--- src/include/atic_pkg.sv ---
// Package for the light threshold interrupt and configuration register bank
package atic_pkg;
  // Register byte addresses
  localparam logic [7:0] ADDR_LOW_THRESHOLD_LSB = 8'h84;
  localparam logic [7:0] ADDR_LOW_THRESHOLD_MSB = 8'h85;
  localparam logic [7:0] ADDR_HIGH_THRESHOLD_LSB = 8'h86;
  localparam logic [7:0] ADDR_HIGH_THRESHOLD_MSB = 8'h87;
  localparam logic [7:0] ADDR_PERSISTENCE_FILTER = 8'h8c;
  localparam logic [7:0] ADDR_CONFIG_ZERO_WAIT = 8'h8d;
  localparam logic [7:0] ADDR_CONFIG_ONE_GAIN = 8'h90;
  localparam logic [7:0] ADDR_REVISION_NUMBER = 8'h91;
  localparam logic [7:0] ADDR_STATUS = 8'h93;
  // Field positions
  localparam int LONG_WAIT_BIT = 2;
  localparam int LIGHT_INT_FLAG_BIT = 4;
  // Reset values
  localparam logic [7:0] RST_THRESHOLD = 8'h00;
  localparam logic [7:0] RST_PERSISTENCE = 8'h00;
  localparam logic [7:0] RST_CONFIG_ZERO = 8'h80;
  localparam logic [7:0] RST_CONFIG_ONE = 8'h00;
  // Reserved upper bits of the revision register
  localparam logic [4:0] REVISION_UPPER = 5'h0c;
  // Timing: one wait step in microseconds and the long wait factor
  localparam int WAIT_STEP_US = 2800;
  localparam int CLK_MHZ = 40;
  localparam int WAIT_STEP_CYCLES = WAIT_STEP_US * CLK_MHZ;
  localparam int LONG_WAIT_FACTOR = 12;

  // Register write and read strobes with address and write data
  typedef struct packed {
    logic wrEn;
    logic rdEn;
    logic [7:0] addr;
    logic [7:0] wrData;
  } atic_bus_t;

  // Gain selections, one-hot
  typedef enum logic [3:0] {
    GAIN_1X = 4'h1,
    GAIN_4X = 4'h2,
    GAIN_16X = 4'h4,
    GAIN_64X = 4'h8
  } atic_gain_t;
endpackage : atic_pkg

--- src/design/atic_top.sv ---
// Light threshold compare, persistence filter, wait timer and config registers
// Behaviour
// - Each visible result is compared with a 16-bit low threshold made of two bytes.
// - A result below the low threshold with persistence met sets the light interrupt flag.
// - A result above the high threshold with persistence met sets the light interrupt flag.
// - With the light interrupt enable set, the interrupt pin asserts while the flag is set.
// - A threshold low byte is buffered and both bytes load together on the high byte write.
// - Code 0 fires always, 1 on any outlier, 2-7 and 13-15 need 2,3,5,10,15,20,50,55,60 outliers.
// - Consecutive out-of-range results are counted and fire when the count equals the setting.
// - An in-range result clears the persistence counter.
// - The long wait bit, bit 2 of config zero, multiplies the wait period by twelve.
// - The wait timer is a down counter lasting value plus one steps of 2.8ms.
// - Gain field bits 1:0 of config one decode to 1x, 4x, 16x and 64x.
// - Writing a one to a status flag bit clears that flag.
`timescale 1ns/100ps
module atic_top #(
  parameter int STEP_CYCLES = atic_pkg::WAIT_STEP_CYCLES,
  parameter logic [2:0] REVISION_CODE = 3'h5 // Arbitrary value
) (
  // Clock and reset
  input wire logic clk_sys,
  input wire logic nrst,
  // Register access
  input wire atic_pkg::atic_bus_t regBus,
  output logic [7:0] rdData,
  // Measurement and control inputs
  input wire logic [15:0] visResult,
  input wire logic visValid,
  input wire logic lightIntEnable,
  input wire logic [7:0] waitPeriodValue,
  input wire logic waitStart,
  // Outputs
  output logic intPinOut,
  output logic intPinOe,
  output logic waitDone,
  output logic lightIntFlag,
  output atic_pkg::atic_gain_t gainSelect
);

  // Whole module state in one struct
  typedef struct packed {
    // Raw threshold bytes as written, read back as they stand
    logic [7:0] lowLsb;
    logic [7:0] lowMsb;
    logic [7:0] highLsb;
    logic [7:0] highMsb;
    // Active limits, loaded only by a high byte write
    logic [15:0] lowThr;
    logic [15:0] highThr;
    // Configuration bytes kept whole, reserved bits included
    logic [7:0] persistence_filter;
    logic [7:0] config_zero_wait;
    logic [7:0] config_one_gain;
    // Persistence run length and the interrupt flag
    logic [5:0] persCnt;
    logic flag;
    // Registered outputs
    logic [7:0] rd;
    logic pinOut;
    logic pinOe;
    // Wait timer: long repeats, steps left and clocks within a step
    logic [3:0] longCnt;
    logic [8:0] stepsLeft;
    logic [31:0] tickCnt;
    logic waitBusy;
    logic done;
    atic_pkg::atic_gain_t gain;
  } atic_state_t;

  atic_state_t state_r;
  atic_state_t state_nxt;

  // Persistence code to required consecutive count
  function automatic logic [5:0] persNeed(input logic [3:0] code);
    case (code)
      4'h0: persNeed = 6'h00;
      4'h1: persNeed = 6'h01;
      4'h2: persNeed = 6'h02;
      4'h3: persNeed = 6'h03;
      4'h4: persNeed = 6'h05;
      4'h5: persNeed = 6'h0a;
      4'h6: persNeed = 6'h0f;
      4'h7: persNeed = 6'h14;
      4'h8: persNeed = 6'h19;
      4'h9: persNeed = 6'h1e;
      4'ha: persNeed = 6'h23;
      4'hb: persNeed = 6'h28;
      4'hc: persNeed = 6'h2d;
      4'hd: persNeed = 6'h32;
      4'he: persNeed = 6'h37;
      default: persNeed = 6'h3c;
    endcase
  endfunction : persNeed

  function automatic atic_pkg::atic_gain_t gainDecode(input logic [1:0] code);
    case (code)
      2'h0: gainDecode = atic_pkg::GAIN_1X;
      2'h1: gainDecode = atic_pkg::GAIN_4X;
      2'h2: gainDecode = atic_pkg::GAIN_16X;
      default: gainDecode = atic_pkg::GAIN_64X;
    endcase
  endfunction : gainDecode

  // Helpers, each given a value in the process before its first use
  logic wrHit;
  logic outOfRange;
  logic [5:0] need;
  logic [5:0] cntNext;
  logic fire;
  logic clearFlag;

  // Next state
  always_comb
  begin
    state_nxt = state_r;
    wrHit = regBus.wrEn;
    // Strict compares: a result equal to a limit is in range
    // low and high compare
    outOfRange = (visResult < state_r.lowThr) || (visResult > state_r.highThr);
    // Code 0 bypasses the counter and fires on every result
    // persistence decode
    need = persNeed(state_r.persistence_filter[3:0]);
    cntNext = state_r.persCnt;
    fire = 1'b0;
    if (visValid)
    begin
      if (need == 6'h00)
      begin
        fire = 1'b1;
        cntNext = 6'h00;
      end
      else if (outOfRange)
      begin
        // Saturate so a very long run can never wrap and fire again
        // count and compare
        cntNext = (state_r.persCnt == 6'h3f) ? state_r.persCnt : state_r.persCnt + 6'h01;
        fire = (cntNext == need);
      end
      else
      begin
        cntNext = 6'h00;
      end
    end
    state_nxt.persCnt = cntNext;

    // Register writes
    clearFlag = 1'b0;
    if (wrHit)
    begin
      case (regBus.addr)
        atic_pkg::ADDR_LOW_THRESHOLD_LSB: state_nxt.lowLsb = regBus.wrData;
        atic_pkg::ADDR_LOW_THRESHOLD_MSB:
        begin
          state_nxt.lowMsb = regBus.wrData;
          // relies on low then high order
          state_nxt.lowThr = {regBus.wrData, state_r.lowLsb};
        end
        atic_pkg::ADDR_HIGH_THRESHOLD_LSB: state_nxt.highLsb = regBus.wrData;
        atic_pkg::ADDR_HIGH_THRESHOLD_MSB:
        begin
          state_nxt.highMsb = regBus.wrData;
          state_nxt.highThr = {regBus.wrData, state_r.highLsb};
        end
        atic_pkg::ADDR_PERSISTENCE_FILTER: state_nxt.persistence_filter = regBus.wrData;
        // stored as written, host keeps reserved bits
        atic_pkg::ADDR_CONFIG_ZERO_WAIT: state_nxt.config_zero_wait = regBus.wrData;
        atic_pkg::ADDR_CONFIG_ONE_GAIN: state_nxt.config_one_gain = regBus.wrData;
        atic_pkg::ADDR_STATUS: clearFlag = regBus.wrData[atic_pkg::LIGHT_INT_FLAG_BIT];
        // Revision and unmapped writes are dropped
        default: ;
      endcase
    end

    // A result firing in the clear cycle must not be lost
    // set flag; set wins over clear
    if (fire)
    begin
      state_nxt.flag = 1'b1;
    end
    else if (clearFlag)
    begin
      state_nxt.flag = 1'b0;
    end

    // Enable is taken with the flag, so the pin drops in the clear cycle
    // open-drain pin, active low, driven while flag and enable
    state_nxt.pinOut = 1'b0;
    state_nxt.pinOe = state_nxt.flag && lightIntEnable;

    // Decoded from the next value so gain moves with the write
    // gain decode
    state_nxt.gain = gainDecode(state_nxt.config_one_gain[1:0]);

    // Reads of unmapped addresses return zero
    // Read mux, registered one cycle after the read strobe
    if (regBus.rdEn)
    begin
      case (regBus.addr)
        atic_pkg::ADDR_LOW_THRESHOLD_LSB: state_nxt.rd = state_r.lowLsb;
        atic_pkg::ADDR_LOW_THRESHOLD_MSB: state_nxt.rd = state_r.lowMsb;
        atic_pkg::ADDR_HIGH_THRESHOLD_LSB: state_nxt.rd = state_r.highLsb;
        atic_pkg::ADDR_HIGH_THRESHOLD_MSB: state_nxt.rd = state_r.highMsb;
        atic_pkg::ADDR_PERSISTENCE_FILTER: state_nxt.rd = state_r.persistence_filter;
        atic_pkg::ADDR_CONFIG_ZERO_WAIT: state_nxt.rd = state_r.config_zero_wait;
        atic_pkg::ADDR_CONFIG_ONE_GAIN: state_nxt.rd = state_r.config_one_gain;
        atic_pkg::ADDR_REVISION_NUMBER: state_nxt.rd = {atic_pkg::REVISION_UPPER, REVISION_CODE};
        atic_pkg::ADDR_STATUS:
          state_nxt.rd = 8'(32'(state_r.flag) << atic_pkg::LIGHT_INT_FLAG_BIT);
        default: state_nxt.rd = 8'h00;
      endcase
    end

    // A start while busy is ignored, so a stray pulse cannot stretch a wait
    // The long bit is read again at each step; changing it mid-wait is legal
    // down counter of step ticks, value plus one steps
    // long wait repeats each step twelve times
    state_nxt.done = 1'b0;
    if (waitStart && !state_r.waitBusy)
    begin
      state_nxt.waitBusy = 1'b1;
      state_nxt.stepsLeft = {1'b0, waitPeriodValue};
      state_nxt.tickCnt = 32'(STEP_CYCLES - 1);
      state_nxt.longCnt = state_r.config_zero_wait[atic_pkg::LONG_WAIT_BIT] ?
        4'(atic_pkg::LONG_WAIT_FACTOR - 1) : 4'h0;
    end
    else if (state_r.waitBusy)
    begin
      if (state_r.tickCnt != 32'h0)
      begin
        state_nxt.tickCnt = state_r.tickCnt - 32'h1;
      end
      else
      begin
        // One sub-period ends here; a long step is twelve of them
        state_nxt.tickCnt = 32'(STEP_CYCLES - 1);
        if (state_r.longCnt != 4'h0)
        begin
          state_nxt.longCnt = state_r.longCnt - 4'h1;
        end
        else if (state_r.stepsLeft != 9'h0)
        begin
          state_nxt.stepsLeft = state_r.stepsLeft - 9'h1;
          state_nxt.longCnt = state_r.config_zero_wait[atic_pkg::LONG_WAIT_BIT] ?
            4'(atic_pkg::LONG_WAIT_FACTOR - 1) : 4'h0;
        end
        else
        begin
          state_nxt.waitBusy = 1'b0;
          state_nxt.done = 1'b1;
        end
      end
    end
  end

  // State register
  always_ff @(posedge clk_sys or negedge nrst)
  begin
    if (!nrst)
    begin
      // Constants only; counters, flag and outputs start at zero, except gain at GAIN_1X
      state_r <= '0;
      state_r.persistence_filter <= atic_pkg::RST_PERSISTENCE;
      state_r.config_zero_wait <= atic_pkg::RST_CONFIG_ZERO;
      state_r.config_one_gain <= atic_pkg::RST_CONFIG_ONE;
      state_r.lowLsb <= atic_pkg::RST_THRESHOLD;
      state_r.lowMsb <= atic_pkg::RST_THRESHOLD;
      state_r.highLsb <= atic_pkg::RST_THRESHOLD;
      state_r.highMsb <= atic_pkg::RST_THRESHOLD;
      // Active limits match their bytes, so no latch is needed first
      state_r.lowThr <= {atic_pkg::RST_THRESHOLD, atic_pkg::RST_THRESHOLD};
      state_r.highThr <= {atic_pkg::RST_THRESHOLD, atic_pkg::RST_THRESHOLD};
      state_r.gain <= atic_pkg::GAIN_1X;
    end
    else
    begin
      state_r <= state_nxt;
    end
  end

  // Pin data stays low; only its enable moves
  // Outputs straight from flops
  assign rdData = state_r.rd;
  assign intPinOut = state_r.pinOut;
  assign intPinOe = state_r.pinOe;
  assign waitDone = state_r.done;
  assign lightIntFlag = state_r.flag;
  assign gainSelect = state_r.gain;

endmodule : atic_top

--- config.mk ---
export PLATFORM = sky130hd
export DESIGN_NAME = atic_top
export DESIGN_NICKNAME = d
export VERILOG_FILES = /design/src/include/atic_pkg.sv /design/src/design/atic_top.sv
export SDC_FILE = /design/constraint.sdc
export NUM_CORES = 1
export LEC_CHECK = 0
export BUFFER_PORTS_ARGS = -buffer_cell sky130_fd_sc_hd__buf_4
export CORE_AREA = 2 2 181 183
export DETAILED_ROUTE_END_ITERATION = 12
export DIE_AREA = 0 0 183 185
export HOLD_SLACK_MARGIN = 0.02
export SYNTH_ARGS = -nofsm -noshare
export SYNTH_HDL_FRONTEND = slang
export SYNTH_SLANG_ARGS = --single-unit
--- constraint.sdc ---
create_clock -name clk_sys -period 3.3 [get_ports clk_sys]
set_clock_uncertainty 0.15 [all_clocks]
set_input_delay 0.66 -clock clk_sys [delete_from_list [all_inputs] [get_ports clk_sys]]
set_output_delay 0.66 -clock clk_sys [all_outputs]
set_load 0.005 [all_outputs]
* Word-level counts from Yosys, hierarchy flattened
Memories as Yosys holds them, arrays and structs flattened. Index checks and enable logic that the tools add are counted. W data, S select, Z words.
Storage, ports and cells: flip-flop bits (word level) 155, ROM bits 96, output and inout port bits 16, logic and storage cells 89, memories kept 1
Operators by class: $add $sub $neg 4, order comparisons 2, equal/unequal tests 15, mux-type cells 26, reductions and logical operators 21
Memories:
- (no name shown) | depth 16, width 6, rd ports 1, clocked after memory_dff 0, write ports 0, line atic_top.sv:75 | case (code)
Operator list (number):
- $eq A8 B8 Y1 const B | 9
- $pmux W8 S9 | 1
- $mux W47 | 1
- $mux W46 | 1
- $mux W32 | 1
- $reduce_bool A32 Y1 | 1
- $sub A32 B1 Y32 const B | 1
- $mux W13 | 2
- $mux W6 | 3
- $gt A16 B16 Y1 | 1
- $lt A16 B16 Y1 | 1
- $reduce_and A2 Y1 | 7
- $pmux W4 S3 | 1
- $mux W2 | 5
- $mux W9 | 1
- $reduce_bool A9 Y1 | 1
- $sub A9 B1 Y9 const B | 1
- $mux W1 | 8
- $mux W4 | 2
- $add A6 B1 Y6 const B | 1
- $eq A6 B6 Y1 | 1
- $eq A6 B6 Y1 const B | 1
- $logic_not A6 Y1 | 1
- $ne A2 B2 Y1 const B | 2
- other kinds (12) | 14

* Depth between registers and ports, before layout
depth after elaboration 8, depth in mapped cells 11

* Worst setup path before layout
Ideal clock, no wire load.
path type register to register, from register state_r[17] (netlist name), to register state_r[44] (netlist name), library setup time 127 ps, arrival 3083 ps, required time 3023 ps, slack -60 ps, cell stages (with the launch flop) 9, path buffers 1, period minus slack after synthesis 3360 ps, cells stage by stage dfrtp_1 > or4_4 > or4_4 > or4_1 > buf_2 > or4b_4 > or4_4 > nand3_2 > o211ai_2
Between the ends: word-level cells in the longest chain between the ends 3
Ends and longest elaborated chain:
- from (decl) | line atic_top.sv:70 | atic_state_t state_r;
- from (signal assigned) | line atic_top.sv:276 | state_r <= state_nxt;
- $reduce_bool A32 Y1 | line atic_top.sv:228 | if (state_r.tickCnt != 32'h0)
- $ne A2 B2 Y1 (no source line)
- $reduce_and A4 Y1 (no source line)
No other way between the ends. A chain may end at the register's enable or synchronous reset.

* Worst setup path in the final report
from register state_r[25] (netlist name), to register state_r[44] (netlist name)
Same word-level chain as after synthesis.

==> impl_metrics.json <==
{
  "pwr-share-seq": 0.439,
  "die_w_um": 183,
  "first_iter_violations": 360,
  "seq_area_frac_synth": 0.442,
  "mostFrequentLayoutCells": "dfrtp_1 (137), buf_4 (93), nand2_1 (91)",
  "hp-class": "in2async",
  "overflow": 0,
  "grt_pass1_vias": 6271,
  "seqCellArea_mm2": 0.00348,
  "cp.depth": 7,
  "fill_cells": 3321,
  "synth_simple_gate_area_share": 0.168,
  "finalHoldViolCount": 0,
  "synth_top_family_by_area": "compound AO/OA/AOI/OAI gates",
  "yosys-top-cells-area": "dfrtp_1 (44%), ha_1 (6.5%), mux2_2 (6.0%)",
  "setup_viol": 0,
  "worstRegToRegCells": 7,
  "cp-start-kind": "register",
  "clkLatencyLatePin_ns": 0.43,
  "max_stage_delay_ns": 0.54,
  "gp_congestion": 0.817,
  "syn_to_final_growth_pct": 20.7,
  "fmax_ghz": 0.313,
  "grt_pass1_wl_um": 33500,
  "critPathBufInv": 0,
  "peakVddDrop_v": 0.000333,
  "multi_input_area_mm2": 0.00400,
  "place.port_buffers": 61,
  "layout_setup_ws_ns": 0.100,
  "die_h_um": 185,
  "reg2reg_to": "state_r[44]",
  "numCtsBuffers": 17,
  "core_area_mm2": 0.0320,
  "wl_met2_um": 10000,
  "syn_area_mm2": 0.00788,
  "start_util": 0.246,
  "post_drt_wl_per_cell_um": 15.4,
  "worst-path-max-fanout": 4,
  "drv_cap": 0,
  "dr.pass1.iters": 4,
  "cpLargestDelayFamily": "simple AND/OR/NAND/NOR gates",
  "final_core_util": 0.297,
  "final_cells": 1314,
  "worst_pin_slew_ns": 0.790,
  "hold_slack_ns": 0.0849,
  "startpoint": "state_r[25]",
  "clockRootBuffer": "clkbuf_16",
  "arrival_ns": 3.36,
  "switching_share": 0.295,
  "wl_met1_um": 9360,
  "r2r_slack_ns": 0.10,
  "fin_nets": 981,
  "p_per_area_mw_per_mm2": 472,
  "cp_common_cell": "or4_4",
  "p_switching_mw": 1.32,
  "grt_max_degree": 73,
  "track_usage": 0.126,
  "final_common_cell": "dfrtp_1",
  "synth_compound_area_frac": 0.169,
  "timing.rr.start": "state_r[25]",
  "drv_slew": 0,
  "vias": 6364,
  "postSynth.asyncResetShare": 1.00,
  "top_layer": "met4",
  "antenna-diode-count": 0,
  "layout-drive-gt1-share": 0.226,
  "rsz0062_at_grt": "no",
  "io_pins": 63,
  "p_clk_frac": 0.414,
  "path_cells": "or3_2 -> or3_4 -> or4_4 -> or4b_4 -> or4_4 -> nand3_2 -> o211ai_2",
  "crit_path_end": "state_r[44]",
  "power.internal_mw": 3.17,
  "cellLeakagePower_nw": 4.23,
  "cts.reportedPaths.clkPinSlew_ns": 0.07,
  "p_comb_frac": 0.147,
  "syn_inst": 825,
  "p_total_mw": 4.49,
  "route.detailed.drc": 0,
  "yosysTopAreaCell": "dfrtp_1",
  "ys_warn_count": 0,
  "synthDistinctLibCells": 71,
  "cp_data_required_time_ns": 3.46,
  "clock-sinks": 139,
  "status": "finished clean",
  "critPathCaptureType": "register",
  "synth_flop_cell": "dfrtp_1",
  "synth_top_area_frac": 0.435,
  "dpl.hpwl_um": 14900,
  "cts_tree": "yes",
  "avgViaCountPerCell": 4.84,
  "dp_cells": 1282,
  "setup_tns_ns": 0,
  "syn_avg_cell_area_um2": 9.55,
  "period_share": 0.970,
  "synth_edf_count": 0,
  "setup.worst_path.class": "reg2reg",
  "synth_mux_area_frac": 0.0867,
  "postPlaceCellArea_mm2": 0.00890,
  "synth_xor_area_frac": 0.0133,
  "antenna_found_initial": 0,
  "cts_max_level": 4,
  "synthAdderAreaFrac": 0.0651,
  "postLayoutCellArea_mm2": 0.00951,
  "yosys_register_bits": 139,
  "clockBufferDepth": 2,
  "slew-limit-headroom": 0.472,
  "wl_um": 20300,
  "cpMaxStageDelayCell": "or4b_4",
  "fin_crit_ns": 3.20,
  "pre_cts_ws_ns": -0.0202,
  "rows": 66,
  "die_area_mm2": 0.0339,
  "met3_length_um": 639,
  "antenna_left": 0,
  "syn-num-nets": 913
}
==> cells in the mapped netlist, drive strengths merged (2+ instances only) <==
cell type,instances
a22o,10
o21ai,89
mux2i,12
or4b,2
nand2,91
nor4,9
or3,11
a31oi,12
a211o,3
dfrtp,137
or2,3
nand3b,5
o22ai,5
nor3,27
nand4,5
and3,9
ha,41
a22oi,9
o221ai,5
o211ai,7
mux4,4
a21oi,33
or4,9
o41ai,6
nand2b,6
mux2,42
clkbuf,31
a21boi,4
buf,17
o31ai,7
dfstp,2
nor3b,3
a21o,4
xnor2,6
xor2,6
a211oi,2
nand3,27
nor2,44
a221o,3
and2,3
and4,2
o21a,5
nor2b,3
inv,49
==> final cells by class <==
class	count	share of cell area
Clock inverter	15	0.0151
Timing Repair Buffer	97	0.0800
Multi-Input combinational cell	588	0.420
Tap cell	408	0.0537
Sequential cell	139	0.366
Clock buffer	17	0.0448
Inverter	50	0.0197
==> what timing repair did <==
item                                    CTS  global route
setup buffers                             0             0
endpoints found under the setup margin    1            19
resized for setup                         1             6
hold buffers                              0             0
pin swaps                                 0             2
==> routing by layer <==
layer / GRT usage / vias to the layer above
met3: 0.0238 / 17
met4: 0.0358 / 0
met5: 0 / -
met1: 0.162 / 3141
li1: - / 3127
met2: 0.215 / 79
==> logic make-up (layout without fill, tap and decap cells) <==
kind of cell    count (synthesis)  after routing
fa+ha+maj                      41             41
xor+xnor                       12             12
flops                         139            139
compound gates                212            212
mux                            58             58
buf+inv                        98            179
other cells                     1              1
simple gates                  264            264
==> worst min path at each step <==
stage                     slack (ns)  cells past startpoint             to
after floorplan                 0.21                      0  gainSelect[1]
after global placement          0.30                      2    state_r[23]
after detailed placement        0.32                      2    state_r[31]
after CTS                       0.11                      1    state_r[99]
after global routing            0.14                      1   state_r[131]
final                           0.08                      1    state_r[99]
==> power by group through the flow <==
stage	registers, mW	logic (mW)	clock network (mW)
after CTS	1.96	0.669	1.90
after detailed placement	2.00	0.666	0
after global placement	1.99	0.646	0
after global routing	1.99	0.752	1.99
final	1.97	0.661	1.86
after floorplan	1.99	0.377	0
==> state kept, by name (all words and copies together) (netlist names) <==
name and cells:
gainSelect 4, intPinOe 1, lightIntFlag 1, rdData 8, state_r 124, waitDone 1
(Power assumes the default switching activity.)
